--- src/pkg/udc_pkg.sv ---
// shared constants and types for the up/down threshold counter
package udc_pkg;
    // register bus geometry
    localparam int unsigned ADDR_W = 8;
    localparam int unsigned DATA_W = 32;

    // register byte offsets
    localparam logic [7:0] OFS_CTRL   = 8'h00;
    localparam logic [7:0] OFS_START  = 8'h04;
    localparam logic [7:0] OFS_SET    = 8'h08;
    localparam logic [7:0] OFS_CLEAR  = 8'h0C;
    localparam logic [7:0] OFS_COUNT  = 8'h10;
    localparam logic [7:0] OFS_STATUS = 8'h14;

    // control field positions
    localparam int unsigned CTRL_SET_EXT_BIT = 0;
    localparam int unsigned CTRL_CLR_EXT_BIT = 1;

    // status field positions
    localparam int unsigned STAT_SWITCH_BIT = 0;
    localparam int unsigned STAT_WIPE_BIT   = 1;
    localparam int unsigned STAT_DIR_BIT    = 2;

    // reset values
    localparam logic [31:0] RST_START = 32'h0000_0000;
    localparam logic [31:0] RST_SET   = 32'h0000_0000;
    localparam logic [31:0] RST_CLEAR = 32'h0000_0000;
    localparam logic [31:0] RST_COUNT = 32'h0000_0000;

    // default permitted count range
    localparam logic [31:0] DEF_CNT_MIN = 32'h0000_0000;
    localparam logic [31:0] DEF_CNT_MAX = 32'h000F_423F;

    // software configuration travelling as one group
    typedef struct packed {
        logic        set_ext;   // set level taken from another block
        logic        clr_ext;   // clear level taken from another block
        logic [31:0] start;     // value loaded by the wipe input
        logic [31:0] set_lvl;   // fixed set level
        logic [31:0] clr_lvl;   // fixed clear level
    } udc_cfg_s;
endpackage

--- src/rtl/udc_counter.sv ---
// up/down event counter with set/clear threshold switch and register port
`timescale 1ns/100ps
// What this block does
// switch output turns on or off when the count reaches set or clear level
// each pulse rising edge counts one: up for direction 0, down for 1, holding at the range ends
// wipe input loads the count with the configured start value
// while wipe is high, switch output is 0 and pulse edges are ignored
// set and clear levels come from fixed settings or another block's value
// out-of-range levels from another block are clamped to nearest valid value
// pulse input sampled on the clock; each rising edge counted exactly once
module udc_counter
    import udc_pkg::*;
#(
    parameter logic [31:0] CNT_MIN = DEF_CNT_MIN,
    parameter logic [31:0] CNT_MAX = DEF_CNT_MAX
) (
    input  wire logic              i_mclk,       // system clock, 20 MHz
    input  wire logic              i_arst_n,     // async reset, active low
    input  wire logic              i_pulse,      // count pulse pin
    input  wire logic              i_dir,        // 0 up, 1 down
    input  wire logic              i_wipe,       // reload and hold
    input  wire logic [31:0]       i_ref_set,    // live set level from another block
    input  wire logic [31:0]       i_ref_clr,    // live clear level from another block
    input  wire logic [ADDR_W-1:0] i_addr,       // register byte address
    input  wire logic [DATA_W-1:0] i_wdata,      // write data
    input  wire logic              i_wr,         // write strobe
    input  wire logic              i_rd,         // read strobe
    output logic [DATA_W-1:0]      o_rdata,      // read data, cycle after strobe
    output logic [31:0]            o_count,      // actual value for other blocks
    output logic                   o_switch      // threshold switch output
);

    // clamp a value into the permitted range
    // unsigned compare; levels are counts and never negative
    function automatic logic [31:0] clamp(input logic [31:0] v);
        logic [31:0] r;
        r = v;
        if (v < CNT_MIN) begin
            r = CNT_MIN;
        end else if (v > CNT_MAX) begin
            r = CNT_MAX;
        end
        return r;
    endfunction

    udc_cfg_s    cfg;
    logic [31:0] count;
    logic        pulse_s1, pulse_s2, pulse_prev;
    logic        dir_s1, dir_s2;
    logic        wipe_s1, wipe_s2;

    // two-stage synchronisers; first stages feed only the second
    always_ff @(posedge i_mclk or negedge i_arst_n) begin
        if (!i_arst_n) begin
            pulse_s1   <= 1'b0;
            pulse_s2   <= 1'b0;
            pulse_prev <= 1'b0;
            dir_s1     <= 1'b0;
            dir_s2     <= 1'b0;
            wipe_s1    <= 1'b0;
            wipe_s2    <= 1'b0;
        end else begin
            pulse_s1   <= i_pulse;
            pulse_s2   <= pulse_s1;
            pulse_prev <= pulse_s2;
            dir_s1     <= i_dir;
            dir_s2     <= dir_s1;
            wipe_s1    <= i_wipe;
            wipe_s2    <= wipe_s1;
        end
    end

    // edge detect on synchronised samples
    // prev resets low like the idle pin, so release brings no false edge
    wire         pulse_edge = pulse_s2 & ~pulse_prev;

    // threshold selection and clamping
    wire  [31:0] set_raw = cfg.set_ext ? i_ref_set : cfg.set_lvl;
    wire  [31:0] clr_raw = cfg.clr_ext ? i_ref_clr : cfg.clr_lvl;
    wire  [31:0] set_c   = clamp(set_raw);
    wire  [31:0] clr_c   = clamp(clr_raw);
    wire  [31:0] start_c = clamp(cfg.start);

    // count step; saturates at range ends so it never wraps
    // wipe outranks a coincident edge; that edge is lost, never queued
    wire         at_max   = (count >= CNT_MAX);
    wire         at_min   = (count <= CNT_MIN);
    wire         step_up  = pulse_edge & ~wipe_s2 & ~dir_s2 & ~at_max;
    wire         step_dn  = pulse_edge & ~wipe_s2 &  dir_s2 & ~at_min;
    wire  [31:0] next_count = wipe_s2 ? start_c :
                              step_up ? count + 32'h0000_0001 :
                              step_dn ? count - 32'h0000_0001 : count;

    // hysteresis when set >= clear, window otherwise
    wire         hyst     = (set_c >= clr_c);
    wire         on_cond  = hyst ? (count >= set_c) : (count >= set_c && count < clr_c);
    wire         off_cond = hyst ? (count <  clr_c) : !(count >= set_c && count < clr_c);
    wire         next_switch = wipe_s2  ? 1'b0 :
                               on_cond  ? 1'b1 :
                               off_cond ? 1'b0 : o_switch;

    // counter and switch registers
    // both load every edge; holding is done in the next_ values
    always_ff @(posedge i_mclk or negedge i_arst_n) begin
        if (!i_arst_n) begin
            count    <= RST_COUNT;
            o_switch <= 1'b0;
        end else begin
            count    <= next_count;
            o_switch <= next_switch;
        end
    end

    assign o_count = count;

    // register decode
    // exact byte match, so no word of the map aliases another
    wire         hit_ctrl  = (i_addr == OFS_CTRL);
    wire         hit_start = (i_addr == OFS_START);
    wire         hit_set   = (i_addr == OFS_SET);
    wire         hit_clear = (i_addr == OFS_CLEAR);
    wire         hit_count = (i_addr == OFS_COUNT);
    wire         hit_stat  = (i_addr == OFS_STATUS);
    wire  [31:0] ctrl_rd   = {30'h0, cfg.clr_ext, cfg.set_ext};
    wire  [31:0] stat_rd   = {29'h0, dir_s2, wipe_s2, o_switch};
    // unmapped addresses read as zero
    wire  [31:0] next_rdata = !i_rd     ? 32'h0000_0000 :
                              hit_ctrl  ? ctrl_rd :
                              hit_start ? cfg.start :
                              hit_set   ? cfg.set_lvl :
                              hit_clear ? cfg.clr_lvl :
                              hit_count ? count :
                              hit_stat  ? stat_rd : 32'h0000_0000;

    // configuration writes; writes to read-only or unmapped words are dropped
    always_ff @(posedge i_mclk or negedge i_arst_n) begin
        if (!i_arst_n) begin
            cfg.set_ext <= 1'b0;
            cfg.clr_ext <= 1'b0;
            cfg.start   <= RST_START;
            cfg.set_lvl <= RST_SET;
            cfg.clr_lvl <= RST_CLEAR;
        end else if (i_wr) begin
            if (hit_ctrl) begin
                cfg.set_ext <= i_wdata[CTRL_SET_EXT_BIT];
                cfg.clr_ext <= i_wdata[CTRL_CLR_EXT_BIT];
            end
            if (hit_start) begin
                cfg.start <= i_wdata;
            end
            if (hit_set) begin
                cfg.set_lvl <= i_wdata;
            end
            if (hit_clear) begin
                cfg.clr_lvl <= i_wdata;
            end
        end
    end

    // read data register, zero outside the answer cycle
    always_ff @(posedge i_mclk or negedge i_arst_n) begin
        if (!i_arst_n) begin
            o_rdata <= 32'h0000_0000;
        end else begin
            o_rdata <= next_rdata;
        end
    end

    // up step lands one edge later
    count_up_a: assert property (@(posedge i_mclk) disable iff (!i_arst_n)
        step_up |=> count == $past(count) + 32'h0000_0001)
        else $error("up count step wrong");

    // down step lands one edge later
    count_down_a: assert property (@(posedge i_mclk) disable iff (!i_arst_n)
        step_dn |=> count == $past(count) - 32'h0000_0001)
        else $error("down count step wrong");

    // no edge, no wipe: count holds
    count_hold_a: assert property (@(posedge i_mclk) disable iff (!i_arst_n)
        (!pulse_edge && !wipe_s2) |=> $stable(count))
        else $error("count moved without an edge");

    // wipe loads the start value
    wipe_load_a: assert property (@(posedge i_mclk) disable iff (!i_arst_n)
        wipe_s2 |=> count == $past(start_c))
        else $error("wipe did not load start value");

    // switch forced off during wipe, two cycles held
    wipe_off_a: assert property (@(posedge i_mclk) disable iff (!i_arst_n)
        wipe_s2 ##1 wipe_s2 |=> !o_switch && count == $past(start_c))
        else $error("switch or count active during wipe");

    // switch turns on only with its cause
    switch_on_a: assert property (@(posedge i_mclk) disable iff (!i_arst_n)
        $rose(o_switch) |-> $past(on_cond) && !$past(wipe_s2))
        else $error("switch rose without reaching set level");

    // switch turns off only with its cause
    switch_off_a: assert property (@(posedge i_mclk) disable iff (!i_arst_n)
        $fell(o_switch) |-> $past(off_cond) || $past(wipe_s2))
        else $error("switch fell without reaching clear level");

    // source selection follows the control bit
    set_source_a: assert property (@(posedge i_mclk) disable iff (!i_arst_n)
        cfg.set_ext |-> set_raw == i_ref_set)
        else $error("set level source wrong");

    // clamped level sits at the nearest range end
    clamp_range_a: assert property (@(posedge i_mclk) disable iff (!i_arst_n)
        (set_raw > CNT_MAX |-> set_c == CNT_MAX) and (clr_raw < CNT_MIN |-> clr_c == CNT_MIN))
        else $error("reference level not clamped");

    // a held-high pulse counts once only
    edge_once_a: assert property (@(posedge i_mclk) disable iff (!i_arst_n)
        pulse_edge |=> !pulse_edge)
        else $error("one pulse edge seen twice");

    // helper for the wipe checks: cycles the synced wipe has stood high, saturating
    // narrow on purpose; it only has to tell a fresh wipe from a held one
    logic [3:0]  wipe_age;
    wire  [3:0]  next_wipe_age = !wipe_s2 ? 4'h0 :
                                 (wipe_age == 4'hF) ? wipe_age : wipe_age + 4'h1;

    // age register, checks only
    always_ff @(posedge i_mclk or negedge i_arst_n) begin
        if (!i_arst_n) begin
            wipe_age <= 4'h0;
        end else begin
            wipe_age <= next_wipe_age;
        end
    end

    // synced wipe blocks both count steps
    wipe_block_a: assert property (@(posedge i_mclk) disable iff (!i_arst_n)
        wipe_s2 |-> !step_up && !step_dn)
        else $error("count step taken during wipe");

    // switch stays low for as long as wipe has stood
    wipe_hold_a: assert property (@(posedge i_mclk) disable iff (!i_arst_n)
        (wipe_age != 4'h0) |-> !o_switch)
        else $error("switch high while wipe held");

    // leaving wipe keeps the reloaded start value
    wipe_exit_a: assert property (@(posedge i_mclk) disable iff (!i_arst_n)
        $fell(wipe_s2) |-> count == $past(start_c))
        else $error("count not at start value after wipe");

    // clear level source follows its control bit
    clear_source_a: assert property (@(posedge i_mclk) disable iff (!i_arst_n)
        cfg.clr_ext |-> clr_raw == i_ref_clr)
        else $error("clear level source wrong");

    // fixed levels used when the control bits are clear
    fixed_source_a: assert property (@(posedge i_mclk) disable iff (!i_arst_n)
        (!cfg.set_ext |-> set_raw == cfg.set_lvl) and (!cfg.clr_ext |-> clr_raw == cfg.clr_lvl))
        else $error("fixed level not used");

    // oversized clear level and undersized set level land on range ends
    clamp_high_a: assert property (@(posedge i_mclk) disable iff (!i_arst_n)
        (clr_raw > CNT_MAX |-> clr_c == CNT_MAX) and (set_raw < CNT_MIN |-> set_c == CNT_MIN))
        else $error("level not clamped to range end");

    // in-range set level passes unchanged
    clamp_pass_a: assert property (@(posedge i_mclk) disable iff (!i_arst_n)
        (set_raw >= CNT_MIN && set_raw <= CNT_MAX) |-> set_c == set_raw)
        else $error("in-range level altered");

    // count never passes the upper range end
    count_range_a: assert property (@(posedge i_mclk) disable iff (!i_arst_n)
        count <= CNT_MAX)
        else $error("count above range");

    // up step at the ceiling is dropped, no wrap
    up_sat_a: assert property (@(posedge i_mclk) disable iff (!i_arst_n)
        (pulse_edge && !wipe_s2 && !dir_s2 && at_max) |=> $stable(count))
        else $error("count wrapped at ceiling");

    // down step at the floor is dropped, no wrap
    down_sat_a: assert property (@(posedge i_mclk) disable iff (!i_arst_n)
        (pulse_edge && !wipe_s2 && dir_s2 && at_min) |=> $stable(count))
        else $error("count wrapped at floor");

    // reaching the on condition turns the switch on next edge
    switch_set_a: assert property (@(posedge i_mclk) disable iff (!i_arst_n)
        (on_cond && !wipe_s2) |=> o_switch)
        else $error("switch not on at set level");

    // meeting the off condition alone turns it off
    switch_clear_a: assert property (@(posedge i_mclk) disable iff (!i_arst_n)
        (off_cond && !on_cond) |=> !o_switch)
        else $error("switch not off at clear level");

    // between the levels the switch keeps its state
    switch_hold_a: assert property (@(posedge i_mclk) disable iff (!i_arst_n)
        (!on_cond && !off_cond && !wipe_s2) |=> $stable(o_switch))
        else $error("switch moved between levels");

    // an edge needs the synced pulse low one cycle earlier
    edge_rise_a: assert property (@(posedge i_mclk) disable iff (!i_arst_n)
        pulse_edge |-> pulse_s2 && !$past(pulse_s2))
        else $error("edge without a low to high step");

endmodule

--- config.mk ---
export PLATFORM = sky130hd
export DESIGN_NAME = udc_counter
export DESIGN_NICKNAME = d
export VERILOG_FILES = /design/src/pkg/udc_pkg.sv /design/src/rtl/udc_counter.sv
export SDC_FILE = /design/constraint.sdc
export NUM_CORES = 1
export LEC_CHECK = 0
export BUFFER_PORTS_ARGS = -buffer_cell sky130_fd_sc_hd__buf_4
export CAP_MARGIN = 20
export CELL_PAD_IN_SITES_DETAIL_PLACEMENT = 0
export CELL_PAD_IN_SITES_GLOBAL_PLACEMENT = 1
export CORE_MARGIN = 3
export CORE_UTILIZATION = 41
export CTS_CLUSTER_SIZE = 10
export DETAILED_ROUTE_END_ITERATION = 16
export GPL_ROUTABILITY_DRIVEN = 0
export GPL_TIMING_DRIVEN = 0
export PLACE_DENSITY_LB_ADDON = 0.1
export SETUP_SLACK_MARGIN = 0.4
export SLEW_MARGIN = 20
export SYNTH_ARGS = -nofsm -noshare
export SYNTH_HDL_FRONTEND = slang
export SYNTH_SLANG_ARGS = --single-unit
--- constraint.sdc ---
create_clock -name i_mclk -period 4 [get_ports i_mclk]
set_input_delay 1 -clock i_mclk [delete_from_list [all_inputs] [get_ports i_mclk]]
set_output_delay 1 -clock i_mclk [all_outputs]
set_load 0.02 [all_outputs]
# Yosys cells after proc, flatten, opt, wreduce, memory -nomap -nowiden
# Cells that the tools add are included.
dict set report word_totals {
  out_inout_bits 65
  elab_cells 76
  regBits 170
}
dict set report classes {
  order_cmp 11
  muxes 23
  addsub 2
  bitwise_logic 11
  n_eq_ne 5
  n_reduce_logical 9
}
# cell n
set ops {}
lappend ops {{32-bit two-way mux} 17}
lappend ops {{32-bit by 20-bit greater-than comparator with 1-bit output, second input constant} 3}
lappend ops {{32-bit by 1-bit less-than comparator with 1-bit output, second input constant} 3}
lappend ops {{32-bit greater-or-equal comparator} 2}
lappend ops {{32-bit by 1-bit adder with 32-bit output, second input constant} 1}
lappend ops {{32-bit by 20-bit greater-or-equal comparator with 1-bit output, second input constant} 1}
lappend ops {{32-bit by 1-bit less-or-equal comparator with 1-bit output, second input constant} 1}
lappend ops {{32-bit less-than comparator} 1}
lappend ops {{32-bit by 1-bit subtractor with 32-bit output, second input constant} 1}
lappend ops {{8-bit by 4-bit equality test with 1-bit output, second input constant} 2}
lappend ops {{8-bit by 5-bit equality test with 1-bit output, second input constant} 2}
lappend ops {{8-bit by 3-bit equality test with 1-bit output, second input constant} 1}
lappend ops {{8-bit zero test} 1}
lappend ops {{2-bit AND reduction} 4}
lappend ops {{1-bit bitwise AND} 6}
lappend ops {{3-bit nonzero test} 2}
lappend ops {{1-bit two-way mux} 5}
lappend ops {{1-bit NOT} 5}
lappend ops {{3-bit two-way mux} 1}
lappend ops {{1-bit logical AND} 1}
lappend ops {{1-bit zero test} 1}

# Logic depth before layout (Yosys ltp)
dict set report logic_depth {
  word_depth 11
  mapped_depth 19
  mapped_depth_nobuf 16
}

# Least setup slack after synthesis
# No wires, ideal clock.
dict set report synth_path {
  kind {input port to flip-flop}
  start {input i_ref_clr[31]}
  end {register o_switch}
  setup_time_ns 0.124
  arrival_time_ns 3.895
  stages 15
  slack_ns -0.019
  required_ns 3.876
  path_cell_list {nor4_1 a22oi_1 nor2_1 nand3_1 clkbuf_1 a211oi_1 ha_1 a21oi_1 o221ai_1 a21oi_1 nor2_1 a211o_1 a211o_1 and2_1 o31a_1}
}
dict set report synth_between {
  elab_chain_cells 9
}
# element line
set synth_lines {}
lappend synth_lines {{from (decl)} udc_counter.sv:23} ;# input wire logic [31:0] i_ref_clr,
lappend synth_lines {{32-bit two-way mux *} udc_counter.sv:79} ;# wire [31:0] clr_raw = cfg.clr_ext ? i_ref_clr : cfg.clr_lvl;
lappend synth_lines {{32-bit by 20-bit greater-than comparator with 1-bit output} udc_counter.sv:40} ;# end else if (v > CNT_MAX) begin
lappend synth_lines {{32-bit two-way mux} udc_counter.sv:40}
lappend synth_lines {{32-bit two-way mux *} udc_counter.sv:38} ;# if (v < CNT_MIN) begin
lappend synth_lines {{32-bit less-than comparator} {udc_counter.sv:96, udc_counter.sv:97}}
lappend synth_lines {{1-bit logical AND} {udc_counter.sv:96, udc_counter.sv:97}}
lappend synth_lines {{1-bit two-way mux or 1-bit zero test (tied branches)} {udc_counter.sv:96, udc_counter.sv:97}}
lappend synth_lines {{1-bit two-way mux, on equally long branches} {udc_counter.sv:99, udc_counter.sv:97}}
lappend synth_lines {{1-bit two-way mux or 3-bit nonzero test (tied branches)} -}
lappend synth_lines {{to (signal assigned)} udc_counter.sv:110} ;# o_switch <= next_switch;
lappend synth_lines {{to (decl)} udc_counter.sv:30} ;# output logic o_switch
# Every way passes the cells marked *; elsewhere a longest branch is shown, timed or not.
# A chain may end at the register's enable or synchronous reset.

# Final worst setup path
dict set report layout_path {
  start {input i_ref_clr[6]}
  end {register o_switch}
}
# Same word-level chain as after synthesis.

==> results.toml <==
[yosys]
ys_async_sr_fraction = 1.00
syn_avg_cell_area_um2 = 9.71
synth_cell_types = 71
synthFlopType = "dfrtp_1"
syn-instance-count = 1213
synth_top_area_share = 0.361
seq_area_frac_synth = 0.361
yosys.area.top_type = "dfrtp_1"
syn_area_um2 = 11800
ys_ff_latch = 170
netlist_top_cells_area = "dfrtp_1 36%, ha_1 13%, mux2_2 10%"
yosys_warnings = 0
synth_edf_count = 0

[sta]
finalSetupViolCount = 0
whs_ns = 0.353
relSlewSlack = 0.373
worstMarginPinSlew_ns = 0.940
hold_viol = 0
rsz0062_at_grt = "yes"
finalCriticalPeriod_ns = 3.90
finalClockSkew_ns = 0.0138
period_share = 0.976
report.final.slew_viol_count = 0
max_clock_freq_mhz = 256

[setup_path]
startpoint_type = "primary input"
reg2reg_to = "o_switch"
reg2reg_from = "cfg[8]"
worstPathRequired_ns = 4.34
r2r_slack_ns = 0.15
r2r_cells = 17
crit_end = "o_switch"
critical_path_class = "primary input to register"
endpoint_kind = "register"
crit_path_max_fanout = 5
startpoint = "i_ref_clr[6]"
critPathArrivalTime_ns = 4.24

[floorplanning]
io_pins = 176
die_h_um = 175
start_util = 0.420
core_um2 = 28000
die_x_um = 175
die_area_um2 = 30800
row_count = 61

[cts]
cts_root_buf = "clkbuf_16"
cts_buffers = 17
cts_tree = "yes"
insertion_delay_ns = 0.44
clock_path_buffers = 2
clk_pin_slew_worst_paths_ns = 0.08
postCtsHoldBufs = 0
htree_levels = 4
cts_sinks = 170

[global_routing]
antenna_found_initial = 0
grt_pass1_vias = 11400
grt_max_degree = 94
grt_usage = 0.282
overflow = 0
grt_pass1_wl_um = 66500

[worst_hold_path]
min_path_type = "register to register"

[route]
route.vias.total = 11200
drtIter0Drc = 965
route.detailed.drc = 0
dr.pass1.iters = 6
wl_per_cell_um = 23.0
drt-total-wl_um = 44100
via_per_inst = 5.86
ant_nets = 0

[finish]
multi_input_area_um2 = 8180
diodes = 0
fill_cells = 2560
nNetsFinal = 1763
final_common_cell = "buf_4"
area_growth_pct = 36.3
final_cell_mix = "232 x buf_4, 145 x dfrtp_1, 115 x nor2_1"
final_util = 0.573
ff_latch_area_um2 = 4290
drive_gt1_frac = 0.362

[power]
p_leak_uw = 0.00762
ir_worst_vdd_uv = 458
power_density_nw_per_um2 = 589
finalPower_uw = 9460

[place]
numPortBuffers = 174
dp_hpwl_um = 32700

[run_status]
outcome = "completed"

[run]
drv_cap = 0
==> final cells by class <==
cell class / instances / area share
Timing Repair inverter: 1 / 0.000468
Inverter: 37 / 0.00888
Timing Repair Buffer: 248 / 0.124
Multi-Input combinational cell: 996 / 0.510
Clock buffer: 17 / 0.0265
Tap cell: 378 / 0.0295
Buffer: 56 / 0.0214
Sequential cell: 170 / 0.267
Clock inverter: 15 / 0.0129
==> registers in the layout, summed over array words and instances, names as in the netlist <==
register,count
cfg,98
dir_s1,1
dir_s2,1
o_count,32
o_rdata,32
o_switch,1
pulse_prev,1
pulse_s1,1
pulse_s2,1
wipe_s1,1
wipe_s2,1
==> routing by layer <==
| layer | wire, um | track usage | share of wire | vias to the layer above |
|---|---|---|---|---|
| met5 | 0 | 0 | 0 | - |
| met4 | 1250 | 0.0861 | 0.028 | 0 |
| met3 | 2500 | 0.0458 | 0.057 | 77 |
| met2 | 21100 | 0.474 | 0.48 | 395 |
| met1 | 19200 | 0.375 | 0.44 | 5614 |
| li1 | - | - | - | 5162 |
==> how the worst min path moves through the flow <==
stage / endpoint / from / depth (start not counted) / slack, ns
after global placement: pulse_s2 / pulse_s1 / 0 / 0.33
after floorplan: dir_s2 / dir_s1 / 0 / 0.33
final: wipe_s2 / wipe_s1 / 0 / 0.35
after CTS: pulse_s2 / pulse_s1 / 0 / 0.35
after detailed placement: pulse_s2 / pulse_s1 / 0 / 0.34
after global routing: wipe_s2 / wipe_s1 / 0 / 0.37
==> cell families after synthesis <==
| group | synth area share |
|---|---|
| mux | 0.120 |
| buf+inv | 0.0327 |
| simple gates | 0.140 |
| other cells | 0.000638 |
| compound gates | 0.193 |
| fa+ha+maj | 0.133 |
| xor+xnor | 0.0193 |
| flops | 0.361 |
==> where the power goes <==
part           internal (uW)  total (uW)  switching [uW]
combinational           2500        5360            2860
sequential              1920        2350             433
clock                    866        1750             884
==> Yosys cell counts, types with 7 or more instances <==
master and number:
a211oi_1 23, a21o_1 31, a21oi_1 76, a221oi_1 32, a22oi_1 36, a31oi_1 8, and2_1 9, and3_1 7
buf_1 13, buf_2 7, clkbuf_1 32, dfrtp_1 170, ha_1 124, inv_1 37, mux2_2 106, mux2i_1 22
nand2_1 69, nand2b_1 10, nand3_1 20, nand4_1 21, nor2_1 116, nor2b_1 16, nor3_1 24, nor4_1 17
o21ai_0 42, o22ai_1 12, o31ai_1 11, or2_2 10, xnor2_1 11, xor2_1 15
==> per-stage QoR <==
step	cell area (um2)	setup TNS, ns	cells	setup slack (ns)
floorplan	12100	0	1259	0.148
global placement	13800	-16.93	1811	-0.954
detailed placement	13900	-19.04	1812	-1.05
CTS	15600	0	1894	0.157
global route	16100	0	1918	0.0356
finish	16100	0	1918	0.0961
==> repair_timing <==
| action | 4_1_cts | 5_1_grt |
|---|---|---|
| pin swaps | 59 | 48 |
| buffers inserted | 48 | 24 |
| gates resized for setup | 143 | 64 |
| endpoints found under the setup margin | 30 | 24 |
| gates cloned | 2 | 0 |
==> worst max-delay path, stage by stage <==
cell,delay [ns]
buf_6,0.10
o31ai_4,0.28
nand4b_1,0.14
o211ai_1,0.11
buf_4,0.16
nand3_2,0.12
clkbuf_16,0.20
buf_12,0.13
a211oi_4,0.31
ha_4,0.26
a21oi_2,0.12
o221ai_1,0.11
a21oi_1,0.18
nor2_1,0.06
a211o_1,0.26
a211o_1,0.28
and2_1,0.16
o31a_1,0.23
Note: power is estimated with default switching activity, not from simulation.
